## src/hdl/supervisor_pkg.sv

```systemverilog
// Constants for the supervisor watchdog reset block.
// Assumes a 250 MHz core clock; all counts derive from it.
package supervisor_pkg;
  localparam int unsigned CLK_HZ = 250000000;
  // ****************************************************************
  // Timing in printed units
  // ****************************************************************
  localparam int unsigned RESET_ACTIVE_MS = 500;
  localparam int unsigned WATCHDOG_TIMEOUT_MS = 700;
  localparam int unsigned STROBE_MIN_NS = 500;
  localparam int unsigned DEBOUNCE_MS = 10;
  // ****************************************************************
  // Derived cycle counts
  // ****************************************************************
  localparam longint unsigned RESET_ACTIVE_CYC = (64'(RESET_ACTIVE_MS) * CLK_HZ + 999) / 1000;
  localparam longint unsigned WATCHDOG_TIMEOUT_CYC = (64'(WATCHDOG_TIMEOUT_MS) * CLK_HZ) / 1000;
  localparam longint unsigned STROBE_MIN_CYC = (64'(STROBE_MIN_NS) * CLK_HZ + 999999999) / 1000000000;
  localparam longint unsigned DEBOUNCE_CYC = (64'(DEBOUNCE_MS) * CLK_HZ + 999) / 1000;
  localparam int CNT_W = 28;
  localparam logic [1:0] SYNC_RESET = 2'h0;
  typedef enum logic [1:0] {
    ST_HOLD = 2'h0,
    ST_RUN = 2'h1,
    ST_PB = 2'h3
  } sup_state_t;
endpackage

```

## src/hdl/sync_two_ff.sv

```systemverilog
// Two-flop synchroniser for the asynchronous pin levels.
// Assumes the input is a plain level; only the second stage may be read.
`timescale 1ns/1ps
module sync_two_ff
  import supervisor_pkg::*;
(
  input wire logic core_clk,
  input wire logic resetn,
  input wire logic [1:0] async_in,
  output logic [1:0] sync_out
);
  logic [1:0] stage1_reg;
  // ****************************************************************
  // Synchroniser stages
  // ****************************************************************
  always_ff @(posedge core_clk or negedge resetn) begin
    if (!resetn) begin
      stage1_reg <= SYNC_RESET;
      sync_out <= SYNC_RESET;
    end else begin
      stage1_reg <= async_in;
      sync_out <= stage1_reg;
    end
  end
endmodule

```

## src/hdl/supervisor_watchdog_reset.sv

```systemverilog
// Processor supervisor: power reset hold, watchdog and external reset on one shared open-drain line.
// Assumes pin comparators outside report line level and strobe level, and supply-good, asynchronously.
//
// What this block does
// - Hold the line low until the supply has been good for at least 500 ms.
// - Pull a reset when no strobe is seen within the 700 ms watchdog timeout.
// - Drive reset at once whenever the supply is out of tolerance, on power-up and power-down.
// - Drive the line open-drain only, and treat an outside low that lasts the debounce time as a reset.
// - Debounce a push-button closure before acting on it.
// - Keep issuing a fresh reset pulse every timeout while strobes stay absent.
// - Restart the watchdog whenever the line sits at strobe level for at least 500 ns.
// - Stretch an outside reset so the reset pulse lasts at least 500 ms.
`timescale 1ns/1ps
module supervisor_watchdog_reset
  import supervisor_pkg::*;
#(
  parameter longint unsigned RESET_CYCLES = RESET_ACTIVE_CYC,
  parameter longint unsigned TIMEOUT_CYCLES = WATCHDOG_TIMEOUT_CYC,
  parameter longint unsigned DEBOUNCE_CYCLES = DEBOUNCE_CYC
)
(
  input wire logic core_clk,
  input wire logic resetn,
  input wire logic supply_good,
  input wire logic reset_strobe_line_low_in,
  input wire logic reset_strobe_line_strobe_in,
  output logic reset_strobe_line_out,
  output logic reset_strobe_line_oe,
  output logic processor_in_reset
);
  // Counter end values; the counter width covers the longest timing count
  localparam logic [CNT_W-1:0] RST_LAST = CNT_W'(RESET_CYCLES - 1);
  localparam logic [CNT_W-1:0] TMO_LAST = CNT_W'(TIMEOUT_CYCLES - 1);
  localparam logic [CNT_W-1:0] DEB_LAST = CNT_W'(DEBOUNCE_CYCLES - 1);
  localparam logic [CNT_W-1:0] STB_LAST = CNT_W'(STROBE_MIN_CYC - 1);

  logic [1:0] pin_sync;
  logic line_low;
  logic strobe_lvl;
  logic supply_sync1_reg;
  logic supply_ok_reg;
  sup_state_t state_reg;
  logic [CNT_W-1:0] hold_cnt_reg;
  logic [CNT_W-1:0] wdog_cnt_reg;
  logic [CNT_W-1:0] deb_cnt_reg;
  logic [CNT_W-1:0] stb_cnt_reg;
  logic drive_reg;
  logic strobe_seen_reg;
  logic stb_armed_reg;
  logic ext_req;
  logic wdog_expire;

  // ****************************************************************
  // Pin synchronisation
  // ****************************************************************
  sync_two_ff u_sync (
    .core_clk(core_clk),
    .resetn(resetn),
    .async_in({reset_strobe_line_strobe_in, reset_strobe_line_low_in}),
    .sync_out(pin_sync)
  );
  assign line_low = pin_sync[0];
  assign strobe_lvl = pin_sync[1];

  // Supply flag through its own two flops so a brown-out edge is clean
  always_ff @(posedge core_clk or negedge resetn) begin
    if (!resetn) begin
      supply_sync1_reg <= 1'b0;
      supply_ok_reg <= 1'b0;
    end else begin
      supply_sync1_reg <= supply_good;
      supply_ok_reg <= supply_sync1_reg;
    end
  end

  // ****************************************************************
  // Strobe width qualifier
  // ****************************************************************
  // A strobe counts once the line has sat at strobe level for the minimum width; the sync
  // delay is equal on both edges so the width measured here matches the pin.
  always_ff @(posedge core_clk or negedge resetn) begin
    if (!resetn) begin
      stb_cnt_reg <= '0;
      stb_armed_reg <= 1'b1;
      strobe_seen_reg <= 1'b0;
    end else begin
      strobe_seen_reg <= 1'b0;
      if (drive_reg || !strobe_lvl || line_low) begin
        stb_cnt_reg <= '0;
        stb_armed_reg <= 1'b1;
      end else if (stb_armed_reg) begin
        if (stb_cnt_reg >= STB_LAST) begin
          strobe_seen_reg <= 1'b1;
          stb_armed_reg <= 1'b0;
        end else begin
          stb_cnt_reg <= stb_cnt_reg + 1'b1;
        end
      end
    end
  end

  // ****************************************************************
  // Outside reset debounce
  // ****************************************************************
  // Only a low seen while we release the line is outside; our own drive is masked
  // Holds at the end count while the low persists; any release starts the count over
  always_ff @(posedge core_clk or negedge resetn) begin
    if (!resetn) begin
      deb_cnt_reg <= '0;
    end else if (drive_reg || !line_low) begin
      deb_cnt_reg <= '0;
    end else if (deb_cnt_reg < DEB_LAST) begin
      deb_cnt_reg <= deb_cnt_reg + 1'b1;
    end
  end
  assign ext_req = !drive_reg && line_low && (deb_cnt_reg >= DEB_LAST);

  // ****************************************************************
  // Watchdog timer
  // ****************************************************************
  // Saturates at the last count so a missed exit never wraps into a long silent period
  always_ff @(posedge core_clk or negedge resetn) begin
    if (!resetn) begin
      wdog_cnt_reg <= '0;
    end else if (state_reg != ST_RUN || strobe_seen_reg) begin
      wdog_cnt_reg <= '0;
    end else if (!wdog_expire) begin
      wdog_cnt_reg <= wdog_cnt_reg + 1'b1;
    end
  end
  assign wdog_expire = (wdog_cnt_reg >= TMO_LAST);

  // ****************************************************************
  // Reset sequencing
  // ****************************************************************
  // Timer restarts on each entry to hold, so repeated timeouts give repeated pulses
  // Power hold, watchdog pulse and stretched outside reset share one timer and one minimum width
  always_ff @(posedge core_clk or negedge resetn) begin
    if (!resetn) begin
      state_reg <= ST_HOLD;
      hold_cnt_reg <= '0;
    end else begin
      case (state_reg)
        ST_HOLD: begin
          if (!supply_ok_reg) begin
            hold_cnt_reg <= '0;
          end else if (hold_cnt_reg >= RST_LAST) begin
            state_reg <= ST_RUN;
            hold_cnt_reg <= '0;
          end else begin
            hold_cnt_reg <= hold_cnt_reg + 1'b1;
          end
        end
        ST_RUN: begin
          hold_cnt_reg <= '0;
          if (!supply_ok_reg) begin
            state_reg <= ST_HOLD;
          end else if (ext_req) begin
            state_reg <= ST_PB;
          end else if (wdog_expire && !strobe_seen_reg) begin
            state_reg <= ST_HOLD;
          end
        end
        ST_PB: begin
          // Outside reset: take the line over once the button lets go, then stretch
          if (!supply_ok_reg) begin
            state_reg <= ST_HOLD;
          end else if (!line_low) begin
            state_reg <= ST_HOLD;
          end
        end
        default: begin
          state_reg <= ST_HOLD;
          hold_cnt_reg <= '0;
        end
      endcase
    end
  end

  // ****************************************************************
  // Open-drain output
  // ****************************************************************
  // The line is only ever pulled low; released means high by the outside pull-up
  // Supply loss reaches the pin one cycle sooner by not waiting for the state change
  function automatic logic state_reg_next_hold();
    return (state_reg == ST_HOLD) || !supply_ok_reg;
  endfunction

  always_ff @(posedge core_clk or negedge resetn) begin
    if (!resetn) begin
      drive_reg <= 1'b1;
    end else begin
      drive_reg <= state_reg_next_hold();
    end
  end

  always_ff @(posedge core_clk or negedge resetn) begin
    if (!resetn) begin
      reset_strobe_line_oe <= 1'b1;
    end else begin
      reset_strobe_line_oe <= state_reg_next_hold();
    end
  end

  // Outside reset shows as processor reset while the device itself still releases the line
  always_ff @(posedge core_clk or negedge resetn) begin
    if (!resetn) begin
      processor_in_reset <= 1'b1;
    end else begin
      processor_in_reset <= state_reg_next_hold() || ext_req || state_reg == ST_PB;
    end
  end

  // Data side of the open-drain pad stays at zero from a flop; only the enable moves
  always_ff @(posedge core_clk or negedge resetn) begin
    if (!resetn) begin
      reset_strobe_line_out <= 1'b0;
    end else begin
      reset_strobe_line_out <= 1'b0;
    end
  end
endmodule

```

## config.mk

```make
export PLATFORM = sky130hd
export DESIGN_NAME = supervisor_watchdog_reset
export DESIGN_NICKNAME = d
export VERILOG_FILES = /design/src/hdl/supervisor_pkg.sv /design/src/hdl/sync_two_ff.sv /design/src/hdl/supervisor_watchdog_reset.sv
export SDC_FILE = /design/constraint.sdc
export NUM_CORES = 1
export LEC_CHECK = 0
export ABC_AREA = 1
export BUFFER_PORTS_ARGS = -buffer_cell sky130_fd_sc_hd__clkbuf_2
export CORE_MARGIN = 8
export CORE_UTILIZATION = 25
export CTS_CLUSTER_SIZE = 8
export DETAILED_ROUTE_END_ITERATION = 8
export GPL_TIMING_DRIVEN = 1
export MAX_ROUTING_LAYER = met4
export PLACE_DENSITY_LB_ADDON = 0.1
export SLEW_MARGIN = 20
export SYNTH_ARGS = -nofsm -noshare
export SYNTH_HDL_FRONTEND = slang
export SYNTH_SLANG_ARGS = --single-unit
```

## constraint.sdc

```tcl
create_clock -name core_clk -period 2.13 [get_ports core_clk]
set_input_delay 0.426 -clock core_clk [delete_from_list [all_inputs] [get_ports core_clk]]
set_output_delay 0.426 -clock core_clk [all_outputs]
set_load 0.01 [all_outputs]
```

==> summary.txt <==
Outcome = completed
CTS tree = done
Rows = 61
Sink Count = 124
CP dominant cell by count = nand2_1
Sequential fraction of design power = 0.443
Antenna cells = 0
Switch Pwr = 1.334 mW
Final layout net count = 958
Root Driver = clkbuf_16
Async SR Flop Fraction = 1.000
Routed WL per cell = 13.47 um
Yosys warns = 0
Routed wire length = 18040 um
Count of final setup violators = 0
Chip width = 182.5 um
P&R area growth vs syn = 17.39%
Die height = 182.5 um
Initial antenna violation count = 0
Power density cells = 660.4 mW/mm^2
Die area = 0.03330 mm^2
Layout cells sized above 1 = 0.1113
Clock share of power = 0.540
Slowest stage delay, CP = 0.39 ns
Fillers = 3011
Clock Skews = 0.01148 ns
Startpoint types = flip-flop
Post-DP HPWL = 13410 um
H-tree levels = 4
Clock-pin slew on the worst setup and hold paths = 0.07 ns
Crit share post-route = 0.9220
Most common cell after layout, fill and taps aside = nand2_1
Final setup margin = 0.1662 ns
Setup TNS = 0 ns
Worst hold path class = input port to flip-flop
Critical-path top delay cell = dfrtp_1
Initial Util = 0.2515
Vias in the first global route = 5871
I/O Pins = 8
Via count = 5757
Most frequent cells in the layout = nand2_1, inv_1, nor2_1, dfrtp_1, nand3_1
Net Sw Frac = 0.2484
Number of enable flip-flop cells after synthesis = 0
Maximum vdd ir drop = 382.8 uV
Max-cap violations = 0
Final Wtd Congestion = 0.8148
Synth cell types = 38
CP Data Arrival Time = 2.28 ns
Yosys reg bits = 124
First-pass GRT wire length = 31020 um
Largest net degree at the start of global routing = 42
Finished Core Util = 0.2952
Post-route antenna net violation count = 0
Vias/cell = 4.299
Synthesized instance count = 914
Drt pass-1 iters = 4
Static Leak = 3.493 nW
Slew HR = 0.6714
Critical path class = flip-flop to flip-flop
CP required = 2.45 ns
Final Hold Vio Count = 0
FMAX = 509.2 MHz
Residual DRC = 0
Dpl ws = 0.1584 ns
Starting DRC count in detailed routing = 301
Cell-internal power = 4.038 mW
Mapped Nets = 924
Synthesized area = 0.006929 mm^2
PortBufs = 6
Clk Latency, worst-skew pair = 0.43 ns
All-Layer GR Usage = 0.1197
Top FF cell, synth = dfrtp_1
Crit path capture type = flip-flop
CTS max path bufs = 2
Comb power frac = 0.017
RSZ-0062 raised after global routing = true
Post-CTS Setup Bufs = 0
Final Max Slew Viols = 0
Minimum clock period = 1.964 ns
Crit Path Max Fanout = 19
Total CTS buffers = 17
Core area = 0.02755 mm^2
Average cell area after synthesis = 7.581 um^2
Crit-path cells = ha_1 -> nand3_1 -> inv_1 -> nand3_1 -> nand2_1 -> nand2_1 -> nand3_4 -> nor3_1 -> nand2_1 -> nand2_1 -> nor2_1
GRT Residual Overflow = 0
Worst Tran Pin Value = 0.4892 ns
Register area share after synthesis = 0.4484
## critical path, delay by kind of cell (launching register included)
| family | cells | cell delay (ns) |
|---|---|---|
| flip-flops | 1 | 0.39 |
| adder cells (fa/ha/maj) | 1 | 0.24 |
| buffers and inverters | 1 | 0.09 |
| AND/OR/NAND/NOR | 9 | 1.11 |
## logic make-up after synthesis
logic type | count (synthesis) | synth area share
AO/OA/AOI/OAI | 92 | 0.07385
XOR/XNOR | 35 | 0.04424
adder cells (fa/ha/maj) | 5 | 0.009029
buffers and inverters | 168 | 0.1000
flip-flops | 124 | 0.4484
other | 1 | 0.0005412
AND/OR/NAND/NOR | 489 | 0.3239
## per-layer routing
layer / global-route usage / vias to the layer above / share of wire
li1: - / 3006 / -
met1: 0.1595 / 2698 / 0.52
met2: 0.1817 / 39 / 0.45
met3: 0.02207 / 14 / 0.021
met4: 0.03739 / 0 / 0.011
met5: - / - / 0
## layout make-up
class / count / area (um^2) / share of cell area
Clock buffer: 17 / 425.4 / 0.05230
Clock inverter: 15 / 153.9 / 0.01892
Inverter: 149 / 559.3 / 0.06876
Multi-Input combinational cell: 622 / 3142 / 0.3862
Sequential cell: 124 / 3107 / 0.3819
Tap cell: 378 / 473.0 / 0.05814
Timing Repair Buffer: 34 / 274.0 / 0.03369
## worst paths after layout
path	from	end	slack, ns	depth (start not counted)
worst max-delay path	wdog_cnt_reg[0]$_DFFE_PN0P_	wdog_cnt_reg[18]$_DFFE_PN0P_	0.17	11
worst min-delay path	reset_strobe_line_low_in	u_sync.stage1_reg[0]$_DFF_PN0_	0.10	1
worst max register to register	wdog_cnt_reg[0]$_DFFE_PN0P_	wdog_cnt_reg[18]$_DFFE_PN0P_	0.17	11
worst min register to register	u_sync.stage1_reg[1]$_DFF_PN0_	u_sync.sync_out[1]$_DFF_PN0_	0.35	0
max in group asynchronous	resetn	wdog_cnt_reg[20]$_DFFE_PN0P_	0.99	3
min in group asynchronous	resetn	stb_cnt_reg[23]$_DFFE_PN0P_	0.49	2
## metrics by stage
| step | std cells | hold WS (ns) | total power, mW | instance area, um^2 |
|---|---|---|---|---|
| after global placement | 1306 | 0.3340 | 2.519 | 7535 |
| after CTS | 1339 | 0.08008 | 5.475 | 8124 |
| after global routing | 1339 | 0.08264 | 5.597 | 8134 |
| after floorplan | 914 | 0.1304 | 2.440 | 6929 |
| final | 1339 | 0.1014 | 5.372 | 8134 |
| after detailed placement | 1306 | 0.3387 | 2.520 | 7535 |
## Yosys cell counts (5+ instances only)
cell	instances	area [um^2]
nand2_2	5	31.28
o21ai_0	41	205.2
inv_1	143	536.8
ha_1	5	62.56
buf_2	5	25.02
nand3_2	6	60.06
nor3_1	43	215.2
clkbuf_1	6	22.52
xor2_1	32	280.3
nand3_1	65	325.3
nor3_2	6	60.06
nand2_1	183	686.9
nand4_1	33	206.5
dfrtp_1	121	3028
nor4_1	6	37.54
nor2_1	125	469.2
buf_6	7	78.83
o22ai_1	12	75.07
nor2_2	5	31.28
a21oi_1	27	135.1
## repair_timing
item / CTS / global route
hold buffers: 1 / 0
resized for setup: 0 / 2
hold endpoints to repair: 35 / 0
endpoints found under the setup margin: 0 / 11
## power by group through the flow
stage / clock (mW) / sequential, mW / combinational [mW]
after detailed placement: 0 / 2.42 / 0.0991
after CTS: 3.00 / 2.38 / 0.101
after global placement: 0 / 2.42 / 0.0988
after floorplan: 0 / 2.42 / 0.0230
final: 2.90 / 2.38 / 0.0933
after global routing: 3.11 / 2.38 / 0.110
Power figures use the tool's default switching activity.
